==> src/common/hcs_pkg.sv <==
// package: operating-control register constants and functional states
package hcs_pkg;
    localparam logic [7:0] HCS_CMD_RD = 8'h01;
    localparam logic [7:0] HCS_CMD_WR = 8'h81;
    localparam int HCS_RWE_BIT = 10;
    localparam int HCS_RWC_BIT = 9;
    localparam int HCS_FS_LSB = 6;
    localparam logic [1:0] HCS_FS_BUS_RESET = 2'h0;
    localparam logic [1:0] HCS_FS_RESUMING = 2'h1;
    localparam logic [1:0] HCS_FS_OPERATIONAL = 2'h2;
    localparam logic [1:0] HCS_FS_SUSPENDED = 2'h3;
    localparam logic [31:0] HCS_CTRL_RESET = 32'h0000_0000;
    localparam int HCS_CLK_MHZ = 250;
    localparam int HCS_SOF_DELAY_US = 1000;
    localparam int HCS_SOF_DELAY_CYC = HCS_SOF_DELAY_US * HCS_CLK_MHZ;
    localparam int HCS_CNT_W = 18;
    localparam int HCS_BUSRST_CYC = 16;
endpackage

==> src/core/hcs_ctrl.sv <==
// operating-control register and functional-state logic
`timescale 1ns/10ps
// Functional notes
// - remote wake is signalled when wake enable and the resume-detected flag are both set.
// - wake enable has no effect on the hardware interrupt request.
// - wake connected clears on hardware reset and survives a software reset.
// - the state field at bits 7..6 encodes reset, resuming, operational, suspended; hardware changes it only from suspended.
// - frame-start generation begins 1 ms after entering operational from another state.
// - while suspended, resume signalling on any downstream port moves the state to resuming.
// - software or hardware reset puts the state into bus reset.
// - hardware reset also resets the root hub and drives reset signalling downstream.
// - the register is read with command 01 and written with command 81.
module hcs_ctrl
    import hcs_pkg::*;
(
    input wire logic core_clk,
    input wire logic rst_b,
    input wire logic clk_en,
    input wire logic cmd_valid,
    input wire logic [7:0] cmd_code,
    input wire logic [31:0] cmd_wdata,
    output logic [31:0] cmd_rdata,
    output logic cmd_rvalid,
    input wire logic soft_reset,
    input wire logic resume_detected_flag,
    input wire logic [1:0] port_resume_pin,
    input wire logic irq_request,
    output logic irq_out,
    output logic remote_wake_out,
    output logic sof_enable,
    output logic frame_start_flag,
    output logic root_hub_reset,
    output logic port_reset_drive,
    output logic [1:0] functional_state
);
    import hcs_pkg::*;

    logic remote_wake_enable;
    logic remote_wake_connected;
    logic [HCS_CNT_W-1:0] sof_cnt;
    logic [4:0] busrst_cnt;
    logic hw_rst_pending;
    logic [1:0] port_resume_s;

    genvar gi;
    generate
        for (gi = 0; gi < 2; gi++)
        begin : g_sync
            hcs_sync u_sync (
                .core_clk(core_clk),
                .rst_b(rst_b),
                .clk_en(clk_en),
                .din(port_resume_pin[gi]),
                .dout(port_resume_s[gi])
            );
        end
    endgenerate

    wire rd_hit = cmd_valid && (cmd_code == HCS_CMD_RD);
    wire wr_hit = cmd_valid && (cmd_code == HCS_CMD_WR);
    wire resume_seen = |port_resume_s;
    wire hw_resume = (functional_state == HCS_FS_SUSPENDED) && resume_seen && !wr_hit;
    wire [1:0] wr_fs = cmd_wdata[HCS_FS_LSB+1:HCS_FS_LSB];
    wire sof_done = (sof_cnt == HCS_CNT_W'(HCS_SOF_DELAY_CYC - 1));
    wire [31:0] read_word = {21'h0, remote_wake_enable, remote_wake_connected, 1'b0, functional_state, 6'h0};
    wire [1:0] next_state = soft_reset ? HCS_FS_BUS_RESET :
                            wr_hit ? wr_fs :
                            hw_resume ? HCS_FS_RESUMING : functional_state;

    // wake bits, software reset keeps connected
    always_ff @(posedge core_clk or negedge rst_b)
    begin
        if (!rst_b)
        begin
            remote_wake_enable <= 1'b0;
            remote_wake_connected <= 1'b0;
        end
        else if (clk_en && wr_hit)
        begin
            remote_wake_enable <= cmd_wdata[HCS_RWE_BIT];
            remote_wake_connected <= cmd_wdata[HCS_RWC_BIT];
        end
        else if (clk_en && soft_reset)
            remote_wake_enable <= 1'b0;
    end

    // state register, reset to bus reset
    always_ff @(posedge core_clk or negedge rst_b)
    begin
        if (!rst_b)
            functional_state <= HCS_FS_BUS_RESET;
        else if (clk_en)
            functional_state <= next_state;
    end

    always_ff @(posedge core_clk or negedge rst_b)
    begin
        if (!rst_b)
        begin
            sof_cnt <= '0;
            sof_enable <= 1'b0;
            frame_start_flag <= 1'b0;
        end
        else if (clk_en)
        begin
            if (next_state != HCS_FS_OPERATIONAL)
            begin
                sof_cnt <= '0;
                sof_enable <= 1'b0;
            end
            else if (functional_state != HCS_FS_OPERATIONAL)
                sof_cnt <= '0;
            else if (!sof_enable && sof_done)
                sof_enable <= 1'b1;
            else if (!sof_enable)
                sof_cnt <= sof_cnt + 1'b1;
            frame_start_flag <= sof_enable;
        end
    end

    // root hub reset and downstream reset after hardware reset
    always_ff @(posedge core_clk or negedge rst_b)
    begin
        if (!rst_b)
        begin
            hw_rst_pending <= 1'b1;
            busrst_cnt <= '0;
            root_hub_reset <= 1'b1;
            port_reset_drive <= 1'b0;
        end
        else if (clk_en && hw_rst_pending)
        begin
            root_hub_reset <= 1'b0;
            port_reset_drive <= 1'b1;
            busrst_cnt <= busrst_cnt + 1'b1;
            // downstream reset stands for the full count of enabled cycles
            if (busrst_cnt == 5'(HCS_BUSRST_CYC))
            begin
                hw_rst_pending <= 1'b0;
                port_reset_drive <= 1'b0;
            end
        end
    end

    always_ff @(posedge core_clk or negedge rst_b)
    begin
        if (!rst_b)
        begin
            remote_wake_out <= 1'b0;
            irq_out <= 1'b0;
            cmd_rdata <= HCS_CTRL_RESET;
            cmd_rvalid <= 1'b0;
        end
        else if (clk_en)
        begin
            remote_wake_out <= remote_wake_enable && resume_detected_flag;
            irq_out <= irq_request;
            cmd_rvalid <= rd_hit;
            if (rd_hit)
                cmd_rdata <= read_word;
        end
    end

    // enabled cycles spent in operational, independent of the frame counter
    logic [HCS_CNT_W-1:0] oper_age;
    always_ff @(posedge core_clk or negedge rst_b)
    begin
        if (!rst_b)
            oper_age <= '0;
        else if (clk_en && functional_state != HCS_FS_OPERATIONAL)
            oper_age <= '0;
        else if (clk_en && oper_age != '1)
            oper_age <= oper_age + 1'b1;
    end
endmodule

==> src/core/hcs_sync.sv <==
// two-flop synchroniser for a pin level
`timescale 1ns/10ps
module hcs_sync (
    input wire logic core_clk,
    input wire logic rst_b,
    input wire logic clk_en,
    input wire logic din,
    output logic dout
);
    logic stage1;
    always_ff @(posedge core_clk or negedge rst_b)
    begin
        if (!rst_b)
        begin
            stage1 <= 1'b0;
            dout <= 1'b0;
        end
        else if (clk_en)
        begin
            stage1 <= din;
            dout <= stage1;
        end
    end
endmodule

==> config.mk <==
export PLATFORM = sky130hd
export DESIGN_NAME = hcs_ctrl
export DESIGN_NICKNAME = d
export VERILOG_FILES = /design/src/common/hcs_pkg.sv /design/src/core/hcs_ctrl.sv /design/src/core/hcs_sync.sv
export SDC_FILE = /design/constraint.sdc
export NUM_CORES = 1
export LEC_CHECK = 0
export ABC_AREA = 1
export BUFFER_PORTS_ARGS = -buffer_cell sky130_fd_sc_hd__buf_2
export CAP_MARGIN = 20
export CORE_MARGIN = 1.5
export CORE_UTILIZATION = 50
export CTS_BUF_LIST = sky130_fd_sc_hd__clkbuf_8
export DETAILED_ROUTE_END_ITERATION = 6
export PLACE_DENSITY = 0.79
export SLEW_MARGIN = 5
export SYNTH_ARGS = -nofsm -noshare
export SYNTH_HDL_FRONTEND = slang
export SYNTH_SLANG_ARGS = --single-unit
==> constraint.sdc <==
create_clock -name core_clk -period 3 [get_ports core_clk]
set_input_delay 0.15 -clock core_clk [delete_from_list [all_inputs] [get_ports core_clk]]
set_output_delay 0.15 -clock core_clk [all_outputs]
set_load 0.03 [all_outputs]
## Yosys cells after proc, flatten, opt, wreduce, memory -nomap -nowiden

Index checks and enable logic that the tools add are counted.

| storage, ports and cells | value |
|---|---|
| flip-flop bits (word level) | 43 |
| output and inout bits | 41 |

| operators by class | value |
|---|---|
| add/subtract/negate cells | 2 |
| reduce and logical (&&, ||, !) cells | 18 |
| multiplexer cells | 13 |
| equality and inequality tests | 10 |

Operators with widths:

| cell | count |
|---|---|
| two-way mux 18 bit | 4 |
| adder 18 x 1 -> 18 bit (second input constant) | 1 |
| == test 18 bit (second input constant) | 1 |
| logical AND 1 bit | 9 |
| == test 8 x 1 -> 1 bit (second input constant) | 1 |
| == test 8 bit (second input constant) | 1 |
| two-way mux 1 bit | 6 |
| two-way mux 2 bit | 3 |
| inequality test 2 bit (second input constant) | 3 |
| AND reduction 3 bit | 2 |
| adder 5 x 1 -> 5 bit (second input constant) | 1 |
| == test 5 bit (second input constant) | 1 |
| AND reduction 2 bit | 2 |
| nonzero test 2 bit | 2 |
| inequality test 3 x 1 -> 1 bit (second input constant) | 1 |
| inequality test 3 bit (second input constant) | 1 |
| == test 2 bit (second input constant) | 1 |
| zero test 1 bit | 2 |
| OR reduction 2 bit | 1 |

## Depth between registers and ports, before layout

Gate-level depths: netlist of run 1.

| logic depth | value |
|---|---|
| depth after elaboration | 10 |
| gate-level depth with buffers | 12 |
| depth with buffers taken out | 11 |

## Cells and area by module

From an unflattened synthesis of run 1, not the netlist that was laid out.

| unflattened totals | value |
|---|---|
| cells, all modules | 384 |
| area total of the unflattened synthesis | 2797.7 sq um |

By module, submodules not included:

| module | area an instance (sq um) | cells an instance | times used |
|---|---|---|---|
| hcs_ctrl | 2645.0 | 366 | 1 |
| hcs_sync | 76.3 | 9 | 2 |

## Worst setup path before layout of run 1

Ideal clock, no wire load.

| timing | value |
|---|---|
| path kind | register to register |
| start | reg sof_cnt[0] |
| end | reg sof_cnt[6] |
| library setup time | 0.118 ns |
| period minus slack after synthesis | 1.622 ns |
| arrival time | 1.504 ns |
| cell stages (with the launch flop) | 12 |
| slack | 1.378 ns |
| cells stage by stage | dfrtp_1 -> ha_1 -> nand2_1 -> nor2_4 -> nand3_1 -> nand2_2 -> nand2_4 -> nand2_8 -> nand3_4 -> buf_6 -> nand2_1 -> nand2_1 |

| between the ends | value |
|---|---|
| longest elaborated chain between the ends | 5 |
| elaborated cells between the ends (all ways) | 9 |
| those cells by class | add/sub: 1; eq/ne: 2; mux: 4; reduce/logical: 2 |

Ends and longest elaborated chain:

| item | RTL line | text |
|---|---|---|
| start: declaration | hcs_ctrl.sv:40 | `logic [HCS_CNT_W-1:0] sof_cnt;` |
| start signal: assignment | hcs_ctrl.sv:116 | `sof_cnt <= sof_cnt + 1'b1;` |
| adder 18 x 1 -> 18 bit | hcs_ctrl.sv:116 |  |
| two-way mux 18 bit | hcs_ctrl.sv:115 | `else if (!sof_enable)` |
| two-way mux 18 bit | hcs_ctrl.sv:113 | `else if (!sof_enable && sof_done)` |
| two-way mux 18 bit | hcs_ctrl.sv:111 | `else if (functional_state != HCS_FS_OPERATIONAL)` |
| two-way mux 18 bit | hcs_ctrl.sv:106 | `if (next_state != HCS_FS_OPERATIONAL)` |

Parallel ways exist; a longest one is shown, timed or not. The select of a mux whose other input is x is not followed.
A chain may end at the register's enable or synchronous reset.

## Worst setup path in the final report of run 1

| timing | value |
|---|---|
| start | reg sof_cnt[0] |
| end | reg sof_cnt[11] |

Same word-level chain as after synthesis.

==> flow_metrics.env, run 1 <==
export IMPL_p_comb_share_pct=17.7
export IMPL_clockBufferDepth=2
export IMPL_nets=460
export IMPL_via_per_inst=5.02
export IMPL_final_cell_mix="nand2_1, nor2_1, dfrtp_1"
export IMPL_setup_tns_ps=0
export IMPL_max_slew_margin_rel_pct=38.4
export IMPL_wl_per_cell_um=11.6
export IMPL_ctsResizeCount=0
export IMPL_overflow=0
export IMPL_powerDensity_mw_per_mm2=477
export IMPL_cp_required_ps=3190
export IMPL_path_common_cell="nand2_1"
export IMPL_grt_start_max_net_pins=44
export IMPL_grt_pass1_vias=2296
export IMPL_detailedPlacementHpwl_mm=3.95
export IMPL_io_buffers=33
export IMPL_drc=0
export IMPL_yosys_register_bits=43
export IMPL_yosysUniqueCellTypes=35
export IMPL_syn_area_mm2=0.00276
export IMPL_mostFrequentLayoutCell="nand2_1"
export IMPL_syn_area_per_cell_um2=7.29
export IMPL_grtUsageTotal_pct=20.4
export IMPL_p_sw_share_pct=30.6
export IMPL_antenna_cells=0
export IMPL_ys_seq_area_share_pct=39.1
export IMPL_cts_root_buffer="clkbuf_8"
export IMPL_timing_fmax_ghz=0.504
export IMPL_die_h_um=77.2
export IMPL_worstSetupPathType="reg -> reg"
export IMPL_worst_setup_path_end_kind="flip-flop"
export IMPL_htreeDepth=2
export IMPL_cts_buffers=5
export IMPL_violations="hold timing"
export IMPL_antenna_found_initial=0
export IMPL_hold_viol_final=27
export IMPL_fin_crit_ps=1980
export IMPL_cts_tree="built"
export IMPL_layout_drive_gt1_share_pct=15.9
export IMPL_start_kind="flip-flop"
export IMPL_slowest_delay_ps=420
export IMPL_vias=2405
export IMPL_cp_slowest_cell="dfrtp_1"
export IMPL_initial_core_util_pct=52.9
export IMPL_syn_inst=378
export IMPL_coreArea_mm2=0.00520
export IMPL_postCtsHoldBufs=0
export IMPL_drt_pass1_iter_count=5
export IMPL_ir_worst_vdd_v=0.000296
export IMPL_intPower_mw=0.986
export IMPL_p_clk_share_pct=34.2
export IMPL_clk_pin_slew_worst_paths_ps=80
export IMPL_worstMarginPinSlew_ps=924
export IMPL_finalSetupViolCount=0
export IMPL_grt_first_pass_wirelength_mm=9.92
export IMPL_area_growth_pct=7.90
export IMPL_gp_congestion=0.989
export IMPL_hold_slack_ps=-32.6
export IMPL_pwr_share_seq_pct=48.1
export IMPL_clock_sinks=43
export IMPL_synth_warnings=0
export IMPL_slew_violations=0
export IMPL_yosysTopAreaCell="dfrtp_1"
export IMPL_synth_top_area_share_pct=37.2
export IMPL_netlist_top_cells_area="dfrtp_1, nand2_1, buf_4"
export IMPL_fill_cells=516
export IMPL_outcome="finished with violations"
export IMPL_p_switching_mw=0.434
export IMPL_dieArea_mm2=0.00596
export IMPL_rows=26
export IMPL_ant_nets=0
export IMPL_die_w_um=77.2
export IMPL_hold_path_class="in -> async"
export IMPL_io_pins=90
export IMPL_crit_fanout=19
export IMPL_fin_skew_ps=1.52
export IMPL_power_leakage_nw=1.51
export IMPL_worstSkewPairLatency_ps=300
export IMPL_cap_viol_max_count=0
export IMPL_drt_iter0_markers=126
export IMPL_min_period_over_period_pct=66.1
export IMPL_crit_arrival_ps=2170
export IMPL_cts_setup_buffers=0
export IMPL_routed_wirelength_mm=5.58
export IMPL_rsz0062_at_grt="false"
export IMPL_finalPower_mw=1.42
export IMPL_cp_cell_sequence="ha_1 > nand2_1 > nor2_4 > nand3_1 > nand2_2 > nand2_4 > nand2_8 > nand3_4 > nand2_1 > nand2_1"
worst max-delay path: cells and delay by family, from the launching register on:
| kind | cells | cell delay (ps) |
|---|---|---|
| flip-flops | 1 | 420 |
| AND/OR/NAND/NOR | 9 | 1170 |
| adder cells (fa/ha/maj) | 1 | 260 |
path summary, 6_finish.rpt:
check                                      startpoint                                   to  slack (ps)  cells past startpoint
setup / recovery               sof_cnt[0]$_DFFE_PN0P_              sof_cnt[11]$_DFFE_PN0P_        1020                     10
hold / removal                                  rst_b              sof_cnt[11]$_DFFE_PN0P_         -30                      1
setup reg to reg               sof_cnt[0]$_DFFE_PN0P_              sof_cnt[11]$_DFFE_PN0P_        1020                     10
hold reg to reg            hw_rst_pending$_DFFE_PN1P_           hw_rst_pending$_DFFE_PN1P_         440                      2
max in group asynchronous                       rst_b              sof_cnt[10]$_DFFE_PN0P_        2440                      1
min in group core_clk              port_resume_pin[1]  g_sync[1].u_sync.stage1$_DFFE_PN0P_          50                      3
layer usage:
layer | GRT usage, % | wire length, um | up-vias
met3 | 4.64 | 302 | 8
met1 | 25.6 | 2540 | 1113
li1 | - | - | 1220
met4 | 8.73 | 68 | 0
met2 | 33.4 | 2670 | 64
met5 | 0 | 0 | -
stage by stage:
step                      cells  cell area (um^2)  setup WS, ps  util (%)  hold slack, ps
final                       479              2970          1020      57.1           -32.6
after global placement      471              2850          1080      54.8             343
after detailed placement    471              2850          1040      54.8             353
after global routing        479              2970           790      57.1            52.5
after floorplan             405              2860          1380         -            -146
after CTS                   479              2970          1030      57.1            16.6
state kept, by name, summed over array words and instances, names as in the netlist:
| signal | count |
|---|---|
| busrst_cnt | 5 |
| remote_wake_connected | 1 |
| functional_state | 2 |
| root_hub_reset | 1 |
| remote_wake_enable | 1 |
| sof_enable | 1 |
| sof_cnt | 18 |
| frame_start_flag | 1 |
| cmd_rdata | 4 |
| hw_rst_pending | 1 |
| irq_out | 1 |
| remote_wake_out | 1 |
| g_sync.u_sync.stage1 | 2 |
| port_reset_drive | 1 |
| g_sync.u_sync.dout | 2 |
| cmd_rvalid | 1 |
area by class of cell:
cell class	count	area [um^2]	area share (%)
Clock inverter	2	38.8	1.30
Tap cell	70	87.6	2.95
Inverter	35	131	4.42
Clock buffer	6	82.6	2.78
Timing Repair Buffer	35	180	6.06
Multi-Input combinational cell	288	1370	46.2
Sequential cell	43	1080	36.3
power by group through the flow:
stage                     registers [mW]  clock network (mW)  logic (mW)
after global placement             0.691                   0       0.244
after detailed placement           0.692                   0       0.254
final                              0.682               0.485       0.251
after global routing               0.689               0.515       0.282
after floorplan                    0.697                   0       0.213
after CTS                          0.682               0.499       0.255
kinds of logic (layout without fill, tap and decap cells):
family          after synthesis  in the layout  share of synthesized area [%]
mux                           1              1                          0.409
simple gates                230            230                           38.2
fa+ha+maj                     3              3                           1.36
other cells                   1             28                          0.136
compound gates               20             20                           4.18
flops                        43             43                           39.1
xor+xnor                      6              6                           1.91
buf+inv                      74             78                           14.7
synthesized netlist by cell type:
master,number
nand2_1,108
nor2_1,48
dfrtp_1,41
buf_4,29
inv_1,29
nand4_1,29
nand3_1,27
o21ai_0,13
buf_2,8
inv_2,4
nor2_2,4
ha_1,3
xnor2_1,3
xor2_1,3
a31o_2,2
clkinv_1,2
dfstp_2,2
nand2_2,2
nor2_4,2
nor3_1,2
or2_1,2
or2_2,2
a21oi_1,1
and3_1,1
buf_6,1
clkbuf_1,1
conb_1,1
mux2_2,1
nand2_4,1
nand2_8,1
nand3_4,1
o211ai_1,1
o21a_1,1
o21ai_1,1
o21bai_1,1
Power figures use the tool's default switching activity.
==> run 2: changes to the inputs <==
==> constraint.sdc (replaced) <==
create_clock -name core_clk -period 2 [get_ports core_clk]
set_input_delay 0.1 -clock core_clk [delete_from_list [all_inputs] [get_ports core_clk]]
set_output_delay 0.1 -clock core_clk [all_outputs]
set_load 0.03 [all_outputs]
==> run 2 against run 1 <==
  * The flow now finishes without violations
  * Maximum frequency increased by 9.9%
  * Count of clock-buffer cells in the layout unchanged
  * Via count is 1.8% lower
  * Critical path depth is the same
  * Worst setup slack worse by 820 ps
  * Highest routed layer unchanged
  * First-iteration DRC count increased by 29%
  * Global-route usage fell by 0.94 points
  * Clock power is 51% higher
  * Combinational power is 54% higher
==> flow_metrics.env, run 2 (same netlist as run 1, synthesis figures left out) <==
export IMPL_outcome="completed"
export IMPL_clk_pin_slew_worst_paths_ps=90
export IMPL_worst_setup_path_end_kind="flip-flop"
export IMPL_fin_ws_ps=195
export IMPL_area_growth_pct=9.85
export IMPL_ir_worst_vdd_v=0.000579
export IMPL_grt_start_max_net_pins=29
export IMPL_cp_required_ps=2190
export IMPL_hold_slack_ps=10.6
export IMPL_io_buffers=33
export IMPL_gp_congestion=0.889
export IMPL_worstSetupPathType="reg -> reg"
export IMPL_ant_nets=0
export IMPL_top_register="sof_cnt"
export IMPL_min_period_over_period_pct=90.3
export IMPL_crit_arrival_ps=2000
export IMPL_worstSkewPairLatency_ps=300
export IMPL_dieArea_mm2=0.00596
export IMPL_finalSetupViolCount=0
export IMPL_power_leakage_nw=1.53
export IMPL_r2r_start="sof_cnt[0]$_DFFE_PN0P_"
export IMPL_detailedPlacementHpwl_mm=3.92
export IMPL_nets=466
export IMPL_finalPower_mw=2.14
export IMPL_drt_iter0_markers=162
export IMPL_routed_wirelength_mm=5.50
export IMPL_cts_root_buffer="clkbuf_8"
export IMPL_dp_slack_ps=149
export IMPL_io_pins=90
export IMPL_fin_crit_ps=1810
export IMPL_crit_path_start="sof_cnt[0]$_DFFE_PN0P_"
export IMPL_clockBufferDepth=2
export IMPL_powerDensity_mw_per_mm2=708
export IMPL_grt_first_pass_wirelength_mm=9.58
export IMPL_wl_per_cell_um=11.3
export IMPL_vias=2361
export IMPL_clock_sinks=43
export IMPL_cts_setup_buffers=0
export IMPL_grt_pass1_vias=2238
export IMPL_overflow=0
export IMPL_hp_start="port_resume_pin[1]"
export IMPL_cts_tree="built"
export IMPL_rsz0062_at_grt="false"
export IMPL_drt_pass1_iter_count=4
export IMPL_via_per_inst=4.87
export IMPL_htreeDepth=2
export IMPL_reg_largest_list="sof_cnt (18), busrst_cnt (5), cmd_rdata (4)"
export IMPL_setup_tns_ps=0
export IMPL_die_h_um=77.2
export IMPL_mostFrequentLayoutCell="nand2_1"
export IMPL_hold_path_class="in -> reg"
export IMPL_slew_violations=0
export IMPL_reg2reg_depth=10
export IMPL_largest_reg_flops=18
export IMPL_fin_skew_ps=10.9
export IMPL_utilization_pct=58.1
export IMPL_antenna_found_initial=0
export IMPL_layout_drive_gt1_share_pct=17.1
export IMPL_grtUsageTotal_pct=19.4
export IMPL_initial_core_util_pct=52.9
export IMPL_rows=26
export IMPL_start_kind="flip-flop"
export IMPL_cap_viol_max_count=0
export IMPL_crit_fanout=18
export IMPL_worstMarginPinSlew_ps=623
export IMPL_hold_depth=3
export IMPL_hold_viol_final=0
export IMPL_max_slew_margin_rel_pct=58.5
export IMPL_cts_buffers=5
export IMPL_die_w_um=77.2
export IMPL_final_cell_mix="nand2_1, nor2_1, dfrtp_1"
export IMPL_timing_fmax_ghz=0.554
export IMPL_antenna_cells=0
export IMPL_drc=0
export IMPL_coreArea_mm2=0.00520
## run 2: changes by cell type in the layout (fill, tap and decap cells not counted), sizes merged
cell         previous run  this run
buf                    35        39
dlygate4sd3             0         2
## run 2: where the power goes
group	total, mW	internal, mW	switching, mW
combinational	0.387	0.117	0.269
sequential	1.02	0.959	0.0655
clock	0.731	0.411	0.320
total	2.14	1.49	0.655
## run 2: metal layers
metal | wire (um) | global-route usage [%] | vias to the layer above
li1 | - | - | 1228
met1 | 2530 | 24.5 | 1067
met2 | 2650 | 33.8 | 62
met3 | 285 | 4.05 | 4
met4 | 36 | 4.91 | 0
met5 | 0 | 0 | -
## run 2: repair_timing
| item | in CTS | in global routing |
|---|---|---|
| hold endpoints to repair | 26 | 0 |
| endpoints found under the setup margin | 0 | 18 |
| hold buffers | 2 | 0 |
| resized for setup | 0 | 2 |
## run 2: final timing paths
check	to	slack [ps]
worst max-delay path	sof_cnt[16]$_DFFE_PN0P_	190
min in group asynchronous	sof_cnt[15]$_DFFE_PN0P_	330
worst min register to register	hw_rst_pending$_DFFE_PN1P_	440
max in group asynchronous	hw_rst_pending$_DFFE_PN1P_	1010
worst max register to register	sof_cnt[16]$_DFFE_PN0P_	190
worst min-delay path	g_sync[1].u_sync.stage1$_DFFE_PN0P_	10
## run 2: cell type report
cell class / count / area [um^2]
multi-input combinational: 288 / 1380
inverter: 35 / 131
timing repair buffer: 41 / 230
tap: 70 / 87.6
clock inverter: 2 / 38.8
clock buffer: 6 / 82.6
sequential: 43 / 1080
fill: 496 / 2180
## run 2: worst max-delay path: stages, from the launching register on
cell     delay (ps)
dfrtp_2         410
ha_2            230
nand2_1         130
nor2_4          160
nand3_1         150
nand2_2         100
nand2_4          60
nand2_8          60
nand3_4         200
nand2_1         130
nand2_1          60
## run 2: through the flow
stage | instances | instance area, um^2
after floorplan | 405 | 2860
after CTS | 485 | 3020
after detailed placement | 475 | 2880
after global routing | 485 | 3030
final | 485 | 3030
after global placement | 475 | 2880
